### config.mk
export PLATFORM = sky130hd
export DESIGN_NAME = supply_clock_trigger_ctrl
export DESIGN_NICKNAME = d
export VERILOG_FILES = /design/src/supply_clock_pkg.sv /design/src/supply_clock_trigger_ctrl.sv
export VERILOG_INCLUDE_DIRS = /design/src
export SDC_FILE = /design/constraint.sdc
export NUM_CORES = 1
export LEC_CHECK = 0
export BUFFER_PORTS_ARGS = -buffer_cell sky130_fd_sc_hd__buf_4
export CAP_MARGIN = 10
export CORE_ASPECT_RATIO = 1.25
export CORE_MARGIN = 2
export CORE_UTILIZATION = 35
export DETAILED_ROUTE_END_ITERATION = 7
export MAX_ROUTING_LAYER = met4
export PLACE_DENSITY = 0.67
export RECOVER_POWER = 50
export SYNTH_ARGS = -nofsm -noshare
export SYNTH_HDL_FRONTEND = slang
export SYNTH_SLANG_ARGS = --single-unit
export TNS_END_PERCENT = 50
### constraint.sdc
create_clock -name clk_i -period 3.65 [get_ports clk_i]
set_input_delay 0.73 -clock clk_i [delete_from_list [all_inputs] [get_ports clk_i]]
set_output_delay 0.73 -clock clk_i [all_outputs]
set_load 0.005 [all_outputs]
### src/supply_clock_regs.svh
// register offsets, field positions and timing constants for the supply/clock control block
`ifndef SUPPLY_CLOCK_REGS_SVH
`define SUPPLY_CLOCK_REGS_SVH

`define CTRL_OFFSET 4'h0
`define STATUS_OFFSET 4'h4
`define LIMIT_OFFSET 4'h8

`define CTRL_ADJ_EN_BIT 0
`define CTRL_LIN_EN_BIT 1
`define CTRL_CLK_EN_BIT 2
`define CTRL_TX_SCHEDULE_FLAG_OUT_EN_BIT 3
`define CTRL_RESET 4'he

`define LIMIT_RESET 3'h4

`define BIT_TIME_NS 104000
`define CLK_PERIOD_NS 8
`define BIT_CYCLES (`BIT_TIME_NS / `CLK_PERIOD_NS)

`define DIV4_LAST 3'h7
`define DIV8_LAST 1'h1

`endif

### src/supply_clock_pkg.sv
// types shared by the supply/clock control block
package supply_clock_pkg;
    typedef enum logic [1:0] {
        CLK_SRC_INT4,
        CLK_SRC_DIV8,
        CLK_SRC_MAIN16
    } clk_src_t;

    typedef struct packed {
        logic filtered_supply_ok;
        logic adj_rail_status;
        logic twenty_volt_reg_status;
        logic normal_state;
        logic osc_fault;
    } supply_status_t;

    typedef struct packed {
        logic tx_scheduled;
        logic tx_immediate;
        logic tx_start;
        logic tx_done;
        logic collision;
    } tx_events_t;
endpackage : supply_clock_pkg

### src/supply_clock_trigger_ctrl.sv
// supply enable gating, host clock output and transmit trigger with AXI4-Lite registers
//
// How it works
// - fixed buck comes on by itself once reset releases, no host command.
// - clearing the adjustable buck enable bit turns that converter off.
// - adjustable buck runs only while filtered supply flag is set.
// - adjustable rail status readable in the status register.
// - linear regulator enable bit resets to one; clearing it stops regulator.
// - linear regulator runs only while filtered supply flag is set.
// - twenty volt regulator status readable in the status register.
// - current limit field is three bits, resets to 100 binary.
// - oscillator source select pin chooses crystal or external generator.
// - clearing clock output enable bit stops the host clock output.
// - in stand-by after power-up host clock is internal 4 MHz.
// - entering normal state gives 8 MHz strap low, 16 MHz strap high.
// - leaving normal without oscillator fault keeps the 8/16 MHz clock.
// - leaving normal on oscillator fault falls back to 4 MHz.
// - strap not hard low: slope 0.5 mA/ms, start-up current 30 mA.
// - strap hard low: slope 1 mA/ms, start-up current 60 mA.
// - control bit 3 raises trigger one bit ahead; drops on completion or collision.
// - unscheduled frames and responses start right after trigger rises.
// - one bit period, also the trigger lead, is 104 us.
//
// Implementation choices: the placing of the registers and the AXI4-Lite slave port.
`timescale 1ns/1ns
`include "supply_clock_regs.svh"

module supply_clock_trigger_ctrl (
    input wire logic clk_i, // 32 MHz-class main clock (125 MHz sim rate)
    input wire logic nrst_i, // async active-low reset
    input wire supply_clock_pkg::supply_status_t status_i, // analog status, async
    input wire logic osc_source_select_i, // crystal (0) or external (1), pin
    input wire logic host_clock_rate_strap_i, // low 8 MHz, high 16 MHz, pin
    input wire logic bus_load_strap_low_i, // strap firmly to ground, pin
    input wire supply_clock_pkg::tx_events_t tx_i, // transmit events, same clock
    input wire logic [3:0] awaddr_i, // axi write address
    input wire logic awvalid_i, // axi
    output logic awready_o, // axi
    input wire logic [31:0] wdata_i, // axi
    input wire logic [3:0] wstrb_i, // axi
    input wire logic wvalid_i, // axi
    output logic wready_o, // axi
    output logic [1:0] bresp_o, // axi
    output logic bvalid_o, // axi
    input wire logic bready_i, // axi
    input wire logic [3:0] araddr_i, // axi read address
    input wire logic arvalid_i, // axi
    output logic arready_o, // axi
    output logic [31:0] rdata_o, // axi
    output logic [1:0] rresp_o, // axi
    output logic rvalid_o, // axi
    input wire logic rready_i, // axi
    output logic fixed_buck_run_o, // fixed buck enable
    output logic adj_buck_run_o, // adjustable buck enable
    output logic linear_reg_run_o, // 20 V regulator enable
    output logic [2:0] linear_reg_current_limit_o, // regulator limit code
    output logic xtal_select_o, // oscillator uses crystal
    output logic high_slope_limit_o, // 1 mA/ms, 60 mA start-up
    output logic host_clock_out_o, // clock to host
    output logic tx_schedule_flag_out_o, // debug trigger pin
    output logic tx_go_o // transmitter may start
);
    import supply_clock_pkg::*;

    // bit time in main clock cycles
    localparam int BIT_CYC = `BIT_CYCLES;

    // two-stage release so every flop leaves reset on one edge
    logic rst_meta;
    logic rst_sync;
    logic rstn;
    always_ff @(posedge clk_i or negedge nrst_i) begin
        if (!nrst_i) begin
            rst_meta <= 1'b0;
            rst_sync <= 1'b0;
        end else begin
            rst_meta <= 1'b1;
            rst_sync <= rst_meta;
        end
    end
    assign rstn = rst_sync;

    // pin synchronisers
    // status and straps are asynchronous levels: nothing reads the first flop
    supply_status_t st_meta;
    supply_status_t st;
    logic [2:0] pin_meta;
    logic [2:0] pin_s;
    always_ff @(posedge clk_i or negedge rstn) begin
        if (!rstn) begin
            st_meta <= '0;
            st <= '0;
            pin_meta <= 3'h0;
            pin_s <= 3'h0;
        end else begin
            st_meta <= status_i;
            st <= st_meta;
            pin_meta <= {osc_source_select_i, host_clock_rate_strap_i, bus_load_strap_low_i};
            pin_s <= pin_meta;
        end
    end

    wire osc_external = pin_s[2];
    wire rate_strap_high = pin_s[1];
    wire strap_grounded = pin_s[0];

    // registers
    logic [3:0] ctrl;
    logic [2:0] limit;

    // axi write path
    // a beat is latched until its partner arrives, so either order works
    logic aw_held;
    logic w_held;
    logic [3:0] aw_addr;
    logic [31:0] w_data;
    logic [3:0] w_strb;
    wire aw_take = awvalid_i && awready_o;
    wire w_take = wvalid_i && wready_o;
    wire have_aw = aw_held || aw_take;
    wire have_w = w_held || w_take;
    wire [3:0] cur_waddr = aw_held ? aw_addr : awaddr_i;
    wire [31:0] cur_wdata = w_held ? w_data : wdata_i;
    wire [3:0] cur_wstrb = w_held ? w_strb : wstrb_i;
    wire do_write = have_aw && have_w && !bvalid_o;
    // only byte lane 0 carries register bits
    wire wr_ctrl = do_write && cur_waddr == `CTRL_OFFSET && cur_wstrb[0];
    wire wr_limit = do_write && cur_waddr == `LIMIT_OFFSET && cur_wstrb[0];
    wire wr_ok = cur_waddr == `CTRL_OFFSET || cur_waddr == `STATUS_OFFSET || cur_waddr == `LIMIT_OFFSET;
    wire next_awready = !have_aw && !bvalid_o && !awready_o;
    wire next_wready = !have_w && !bvalid_o && !wready_o;
    wire [1:0] next_bresp = wr_ok ? 2'h0 : 2'h2;

    always_ff @(posedge clk_i or negedge rstn) begin
        if (!rstn) begin
            aw_held <= 1'b0;
            w_held <= 1'b0;
            aw_addr <= 4'h0;
            w_data <= 32'h0;
            w_strb <= 4'h0;
            awready_o <= 1'b0;
            wready_o <= 1'b0;
            bvalid_o <= 1'b0;
            bresp_o <= 2'h0;
        end else begin
            if (aw_take) begin
                aw_addr <= awaddr_i;
            end
            if (w_take) begin
                w_data <= wdata_i;
                w_strb <= wstrb_i;
            end
            aw_held <= have_aw && !do_write;
            w_held <= have_w && !do_write;
            awready_o <= next_awready;
            wready_o <= next_wready;
            if (do_write) begin
                bvalid_o <= 1'b1;
                bresp_o <= next_bresp;
            end else if (bready_i) begin
                bvalid_o <= 1'b0;
            end
        end
    end

    always_ff @(posedge clk_i or negedge rstn) begin
        if (!rstn) begin
            ctrl <= `CTRL_RESET;
            limit <= `LIMIT_RESET;
        end else begin
            if (wr_ctrl) begin
                ctrl <= cur_wdata[3:0];
            end
            if (wr_limit) begin
                limit <= cur_wdata[2:0];
            end
        end
    end

    // axi read path
    wire [4:0] status_bits = {st.osc_fault, st.normal_state, st.twenty_volt_reg_status,
                              st.adj_rail_status, st.filtered_supply_ok};
    wire [31:0] status_word = {27'h0, status_bits};
    wire [31:0] ctrl_word = {28'h0, ctrl};
    wire [31:0] limit_word = {29'h0, limit};
    wire rd_ctrl = araddr_i == `CTRL_OFFSET;
    wire rd_stat = araddr_i == `STATUS_OFFSET;
    wire rd_lim = araddr_i == `LIMIT_OFFSET;
    wire rd_ok = rd_ctrl || rd_stat || rd_lim;
    wire [31:0] rd_word = rd_ctrl ? ctrl_word :
                          rd_stat ? status_word :
                          rd_lim ? limit_word : 32'h0;
    wire ar_take = arvalid_i && arready_o;
    wire next_arready = !rvalid_o && !arready_o && !ar_take;

    always_ff @(posedge clk_i or negedge rstn) begin
        if (!rstn) begin
            arready_o <= 1'b0;
            rvalid_o <= 1'b0;
            rdata_o <= 32'h0;
            rresp_o <= 2'h0;
        end else begin
            arready_o <= next_arready;
            if (ar_take) begin
                rvalid_o <= 1'b1;
                rdata_o <= rd_word;
                rresp_o <= rd_ok ? 2'h0 : 2'h2;
            end else if (rready_i) begin
                rvalid_o <= 1'b0;
            end
        end
    end

    // run = enable and filtered supply
    wire next_adj_run = ctrl[`CTRL_ADJ_EN_BIT] && st.filtered_supply_ok;
    wire next_lin_run = ctrl[`CTRL_LIN_EN_BIT] && st.filtered_supply_ok;

    always_ff @(posedge clk_i or negedge rstn) begin
        if (!rstn) begin
            fixed_buck_run_o <= 1'b0;
            adj_buck_run_o <= 1'b0;
            linear_reg_run_o <= 1'b0;
            linear_reg_current_limit_o <= `LIMIT_RESET;
            xtal_select_o <= 1'b0;
            high_slope_limit_o <= 1'b0;
        end else begin
            fixed_buck_run_o <= 1'b1;
            adj_buck_run_o <= next_adj_run;
            linear_reg_run_o <= next_lin_run;
            linear_reg_current_limit_o <= limit;
            xtal_select_o <= !osc_external;
            high_slope_limit_o <= strap_grounded;
        end
    end

    // host clock source selection
    clk_src_t src;
    logic was_normal;
    wire enter_normal = st.normal_state && !was_normal;
    wire leave_on_fault = !st.normal_state && was_normal && st.osc_fault;
    always_ff @(posedge clk_i or negedge rstn) begin
        if (!rstn) begin
            src <= CLK_SRC_INT4;
            was_normal <= 1'b0;
        end else begin
            was_normal <= st.normal_state;
            if (enter_normal) begin
                src <= rate_strap_high ? CLK_SRC_MAIN16 : CLK_SRC_DIV8;
            end else if (leave_on_fault) begin
                src <= CLK_SRC_INT4;
            end
        end
    end

    // free-running divider: int4 divides by 8, div8 by 4, main16 by 2
    logic [2:0] div;
    logic next_clk;
    always_ff @(posedge clk_i or negedge rstn) begin
        if (!rstn) begin
            div <= 3'h0;
        end else begin
            div <= div + 3'h1;
        end
    end

    always_comb begin
        case (src)
            CLK_SRC_INT4: next_clk = div == `DIV4_LAST;
            CLK_SRC_DIV8: next_clk = div[1] == `DIV8_LAST;
            CLK_SRC_MAIN16: next_clk = !host_clock_out_o;
            default: next_clk = 1'b0;
        endcase
    end

    always_ff @(posedge clk_i or negedge rstn) begin
        if (!rstn) begin
            host_clock_out_o <= 1'b0;
        end else begin
            // gated at the flop so the pin never glitches
            // enable bit gates output
            host_clock_out_o <= ctrl[`CTRL_CLK_EN_BIT] && next_clk;
        end
    end

    // transmit trigger
    typedef enum logic [1:0] {
        TX_SCHEDULE_FLAG_OUT_IDLE,
        TX_SCHEDULE_FLAG_OUT_LEAD,
        TX_SCHEDULE_FLAG_OUT_SEND
    } tx_schedule_flag_out_state_t;
    tx_schedule_flag_out_state_t tstate;
    tx_schedule_flag_out_state_t next_tstate;
    logic [13:0] lead_cnt;
    logic [13:0] next_lead_cnt;
    logic next_flag;
    logic next_go;
    wire tx_schedule_flag_out_en = ctrl[`CTRL_TX_SCHEDULE_FLAG_OUT_EN_BIT];
    wire tx_schedule_flag_out_end = tx_i.tx_done || tx_i.collision;
    wire lead_over = lead_cnt == 14'h0;

    // requests arriving while busy are ignored
    always_comb begin
        next_tstate = tstate;
        next_lead_cnt = lead_cnt;
        next_flag = tx_schedule_flag_out_o;
        next_go = 1'b0;
        case (tstate)
            TX_SCHEDULE_FLAG_OUT_IDLE: begin
                if (tx_i.tx_immediate) begin
                    next_tstate = TX_SCHEDULE_FLAG_OUT_SEND;
                    next_go = 1'b1;
                    next_flag = tx_schedule_flag_out_en;
                end else if (tx_i.tx_scheduled) begin
                    next_tstate = TX_SCHEDULE_FLAG_OUT_LEAD;
                    next_lead_cnt = 14'(BIT_CYC - 1);
                    next_flag = tx_schedule_flag_out_en;
                end
            end
            // reload to go pulse spans exactly one bit time: BIT_CYC - 1 counts down to zero, plus the zero cycle
            TX_SCHEDULE_FLAG_OUT_LEAD: begin
                if (tx_schedule_flag_out_end) begin
                    next_tstate = TX_SCHEDULE_FLAG_OUT_IDLE;
                    next_flag = 1'b0;
                end else if (lead_over) begin
                    next_tstate = TX_SCHEDULE_FLAG_OUT_SEND;
                    next_go = 1'b1;
                end else begin
                    next_lead_cnt = lead_cnt - 14'h1;
                end
            end
            TX_SCHEDULE_FLAG_OUT_SEND: begin
                if (tx_schedule_flag_out_end) begin
                    next_tstate = TX_SCHEDULE_FLAG_OUT_IDLE;
                    next_flag = 1'b0;
                end
            end
            default: begin
                next_tstate = TX_SCHEDULE_FLAG_OUT_IDLE;
                next_flag = 1'b0;
            end
        endcase
    end

    // tx_go is a one-cycle pulse, the flag a level
    always_ff @(posedge clk_i or negedge rstn) begin
        if (!rstn) begin
            tstate <= TX_SCHEDULE_FLAG_OUT_IDLE;
            lead_cnt <= 14'h0;
            tx_schedule_flag_out_o <= 1'b0;
            tx_go_o <= 1'b0;
        end else begin
            tstate <= next_tstate;
            lead_cnt <= next_lead_cnt;
            tx_schedule_flag_out_o <= next_flag;
            tx_go_o <= next_go;
        end
    end
endmodule : supply_clock_trigger_ctrl

; Yosys cells after proc, flatten, opt, wreduce, memory -nomap -nowiden
; Index checks and enable logic that the tools add are counted.
[totals]
reg_bits = 110
input_bits = 64
word_cells = 153
[classes]
n_addsub = 2
n_eq_ne = 17
n_mux = 35
reduce_logical = 56
[op_table]
columns = op, n
row1 = 14-bit two-way mux, 4
row2 = 14-bit case mux with 2 select lines, 1
row3 = 1-bit logical AND, 23
row4 = 2-bit two-way mux, 10
row5 = 14-bit zero test, 1
row6 = 14-bit by 1-bit subtractor with 14-bit output (second input constant), 1
row7 = 1-bit zero test, 13
row8 = 1-bit two-way mux, 11
row9 = 5-bit two-way mux, 2
row10 = 2-bit != test (second input constant), 5
row11 = 4-bit by 3-bit == test with 1-bit output (second input constant), 2
row12 = 4-bit == test (second input constant), 2
row13 = 4-bit zero test, 2
row14 = 4-bit two-way mux, 2
row15 = 2-bit nonzero test, 4
row16 = 1-bit logical OR, 7
row17 = 3-bit != test (second input constant), 2
row18 = 2-bit case mux with 3 select lines, 1
row19 = 5-bit AND reduction, 1
row20 = 2-bit by 1-bit == test with 1-bit output (second input constant), 2
row21 = 2-bit == test (second input constant), 2
row22 = 2-bit zero test, 2
row23 = 1-bit case mux with 2 select lines, 2
row24 = 3-bit by 1-bit adder with 3-bit output (second input constant), 1
row25 = other kinds (7), 7

; Depth between registers and ports, before layout
[logic_depth]
depth_word = 6
ltp_mapped = 8
mapped_depth_nobuf = 7

; Worst setup path before layout
; OpenSTA, ideal clock, no wires.
[synth_timing]
path_kind = in2reg
start = input port wvalid_i
end = register ctrl[0]
setup_time_ns = 0.125
arrival_ns = 1.777
t_required_ns = 3.525
setup_slack_ns = 1.748
path_stages = 5
path_buffers = 0
cell_sequence = a21oi_1 nor3_2 nand4_1 nor2_2 mux2_2
[synth_between]
elab_chain_cells = 6
[synth_lines]
columns = element, line
row1 = "start, declared", supply_clock_trigger_ctrl.sv:41  ; input wire logic wvalid_i,
row2 = 1-bit logical AND, supply_clock_trigger_ctrl.sv:119  ; wire w_take = wvalid_i && wready_o;
row3 = 1-bit logical OR, supply_clock_trigger_ctrl.sv:121  ; wire have_w = w_held || w_take;
row4 = 1-bit logical AND (2 in series), supply_clock_trigger_ctrl.sv:125  ; wire do_write = have_aw && have_w && !bvalid_o;
row5 = 1-bit logical AND (no source line), --
row6 = 1-bit logical AND, supply_clock_trigger_ctrl.sv:127  ; wire wr_ctrl = do_write && cur_waddr == `CTRL_OFFSET && cur_wstrb[0];
row7 = "end signal, assigned", supply_clock_trigger_ctrl.sv:168  ; ctrl <= `CTRL_RESET;
row8 = "end signal, assigned", supply_clock_trigger_ctrl.sv:172  ; ctrl <= cur_wdata[3:0];
row9 = "end, declared", supply_clock_trigger_ctrl.sv:108  ; logic [3:0] ctrl;
; No other way between the ends.
; A chain may end at the register's enable or synchronous reset.

; Worst setup path after layout
[layout_timing]
start = register tstate[1]
end = register lead_cnt[11]
[layout_between]
elab_chain_cells = 3
word_cells_on_any_way = 9
classes_between = eq/ne: 5 / mux: 1 / reduce/logical: 3
[layout_lines]
columns = element, line
row1 = "start, declared", supply_clock_trigger_ctrl.sv:291  ; tx_schedule_flag_out_state_t tstate;
row2 = "start signal, assigned", supply_clock_trigger_ctrl.sv:352  ; tstate <= next_tstate;
row3 = 2-bit by 1-bit == test with 1-bit output or 2-bit zero test (tied branches), supply_clock_trigger_ctrl.sv:307  ; case (tstate)
row4 = 2-bit != test (no source line) or 2-bit nonzero test (tied branches), --
row5 = 5-bit AND reduction (no source line), --
row6 = "end signal, assigned", supply_clock_trigger_ctrl.sv:353  ; lead_cnt <= next_lead_cnt;
row7 = "end, declared", supply_clock_trigger_ctrl.sv:293  ; logic [13:0] lead_cnt;
; Parallel ways exist; a longest one is shown, timed or not.

==> results.sh <==
export IMPL_syn_inst=318
export IMPL_hpwlAfterDp_mm=4.95
export IMPL_cp_common_cell="o21ai_0"
export IMPL_synth_most_common_cell="dfrtp_1"
export IMPL_max_vdd_ir_drop_mv=0.211
export IMPL_post_dp_cell_area_sq_mm=0.00407
export IMPL_netlist_top_cells_count="dfrtp_1 (76), buf_4 (30), mux2_2 (22), nand2_1 (22), nor2_1 (16)"
export IMPL_routed_wl_mm=6.85
export IMPL_stdcell_area_sq_mm=0.00435
export IMPL_cp_cell_sequence="inv_1 -> ha_1 -> a22o_1 -> o211ai_1 -> o21ai_0 -> o21ai_0"
export IMPL_clk_latency_ps=330
export IMPL_hold_path_class="in -> async"
export IMPL_cts_hold_buf=0
export IMPL_coreArea_sq_mm=0.0101
export IMPL_met1Wirelength_mm=2.82
export IMPL_overflow=0
export IMPL_fin_cells=511
export IMPL_powerDensity_mw_per_mm2=634
export IMPL_clkTransAtPathRegs_ps=60
export IMPL_cp_slowest_cell="ha_1"
export IMPL_synth_flop_cell="dfrtp_1"
export IMPL_worst_pin_slew_ps=1690
export IMPL_crit_required_ps=3850
export IMPL_port_buffers=54
export IMPL_drc=0
export IMPL_grt_max_degree=80
export IMPL_maxSlewHeadroom_pct=-12.6
export IMPL_end_kind="flop"
export IMPL_clock_fmax_mhz=413
export IMPL_n_antenna_cell=0
export IMPL_hold_viol_final=0
export IMPL_drtPass1Iterations=4
export IMPL_highest_layer="met4"
export IMPL_rsz0062_at_grt="no"
export IMPL_yosys_warnings=0
export IMPL_ctsResizeCount=0
export IMPL_skew_ps=5.21
export IMPL_cts_inserted_buffers=9
export IMPL_rows=41
export IMPL_vias=2474
export IMPL_r2r_start="tstate[1]"
export IMPL_gp_congestion=0.877
export IMPL_ctsHtreeMaxLevel=3
export IMPL_cts_sinks=81
export IMPL_synth_edf_count=0
export IMPL_routedWlPerCell_um=13.4
export IMPL_fin_util_pct=43.0
export IMPL_fin_crit_ps=2420
export IMPL_dr_wl_met2_mm=3.51
export IMPL_startpoint_type="flop"
export IMPL_drt_iter0_drc=111
export IMPL_yosys_area_top_type="dfrtp_1"
export IMPL_drv_slew=80
export IMPL_ant_nets=0
export IMPL_area_delta_synth_final_pct=19.4
export IMPL_arrival_ps=2620
export IMPL_clockRootBuffer="clkbuf_16"
export IMPL_synthDistinctLibCells=55
export IMPL_die_h_um=118
export IMPL_io_pins=116
export IMPL_synth_seq_cells=81
export IMPL_cts_tree="yes"
export IMPL_dr_wl_met3_um=397
export IMPL_r2r_setup_slack_ps=1230
export IMPL_synth_area_sq_mm=0.00364
export IMPL_timing_final_crit_share_pct=66.3
export IMPL_synthTopCellsByArea="dfrtp_1 (52%), mux2_2 (6.8%), buf_4 (6.2%), dfstp_2 (3.6%), ha_1 (2.4%)"
export IMPL_synthArstFlopShare_pct=100
export IMPL_drive_above_1_share_pct=26.4
export IMPL_grt_pass1_vias=2457
export IMPL_reg2reg_depth=6
export IMPL_grt_pass1_wl_mm=11.5
export IMPL_r2r_end="lead_cnt[11]"
export IMPL_tns_ps=0
export IMPL_cpPeakStageDelay_ps=590
export IMPL_setup_viol=0
export IMPL_viasPerCell=4.84
export IMPL_post_cts_buffers=0
export IMPL_die_w_um=95.2
export IMPL_maxCapViolCount=1
export IMPL_crit_type="reg -> reg"
export IMPL_placed_cells=495
export IMPL_status="finished with violations"
export IMPL_yosysTopAreaCellShare_pct=52.2
export IMPL_antenna_found_initial=0
export IMPL_p_leak_uw=0.00200
export IMPL_clock_path_buffers=2
export IMPL_die_area_sq_mm=0.0112
export IMPL_synth_area_per_cell_sq_um=11.5
export IMPL_holdWs_ps=182
export IMPL_synth_seq_area_share_pct=55.8
export IMPL_groute_usage_overall_pct=13.4
export IMPL_start_util_pct=36.0
export IMPL_violations="capacitance limit, slew limit"
export IMPL_path_max_fanout=20
export IMPL_nets=448
## worst max-delay path: cells and delay by family (launching register included)
| kind | cells | cell delay (ps) |
|---|---|---|
| buf+inv | 1 | 110 |
| flops | 1 | 380 |
| fa+ha+maj | 1 | 590 |
| compound gates | 4 | 1220 |
## how the worst max path moves through the flow
stage / from / endpoint
after floorplan: rst_sync / adj_buck_run_o
after global placement: tstate[1] / lead_cnt[11]
after detailed placement: tstate[1] / lead_cnt[11]
after CTS: tstate[1] / lead_cnt[11]
after global routing: tstate[1] / lead_cnt[11]
final: tstate[1] / lead_cnt[11]
## cells in the final DEF, fill, tap and decap left out, drive strengths merged, types with 4 or more instances in the layout
cell,n
nand2,22
nor3,10
dfrtp,76
nand3,11
conb,31
and2,4
a21oi,14
mux2,22
dfstp,5
mux2i,8
nor2,18
o31ai,4
buf,41
clkbuf,26
a22o,4
inv,14
ha,7
o21ai,16
## kinds of logic (layout without fill, tap and decap cells)
logic type	after synthesis	in the layout	synth area share (%)
DFF	81	81	55.8
muxes	30	30	9.00
other	2	31	0.206
and+or+nand+nor	85	85	12.4
adders and majority gates	7	7	2.40
buffers and inverters	49	84	8.24
AOI/OAI and AO/OA	64	64	11.9
## report_power, final
part,switching [uW],internal [uW],total (uW)
combinational,290,317,607
clock,324,546,870
sequential,174,1100,1280
## sequential cells by signal (all words and copies together), names as in the netlist, 2 cells and up
| signal | cells |
|---|---|
| pin_s | 3 |
| div | 3 |
| rdata_o | 5 |
| linear_reg_current_limit_o | 3 |
| pin_meta | 3 |
| tstate | 2 |
| st | 5 |
| w_data | 4 |
| ctrl | 4 |
| st_meta | 5 |
| aw_addr | 4 |
| lead_cnt | 14 |
| limit | 3 |
| src | 2 |
## layer usage
layer  track usage, %  vias up
li1                 -     1191
met1             15.7     1202
met2             21.6       70
met3             3.91       11
met4             4.89        0
met5                -        -
## through the flow
step           power, uW  setup WS, ps
2_1_floorplan       1700          1240
3_3_place_gp        1880          1300
3_5_place_dp        1910          1270
4_1_cts             2810          1260
5_1_grt             2950          1100
6_report            2760          1230
## final cells by class
type / count / area, sq um
flip-flops and latches: 81 / 2030
clock inverters: 3 / 40.0
inverters: 14 / 52.6
repair buffers: 54 / 398
multi-input cells: 217 / 1410
clock buffers: 13 / 250
fillers: 985 / 5760
well taps: 129 / 161
(Power assumes the default switching activity.)
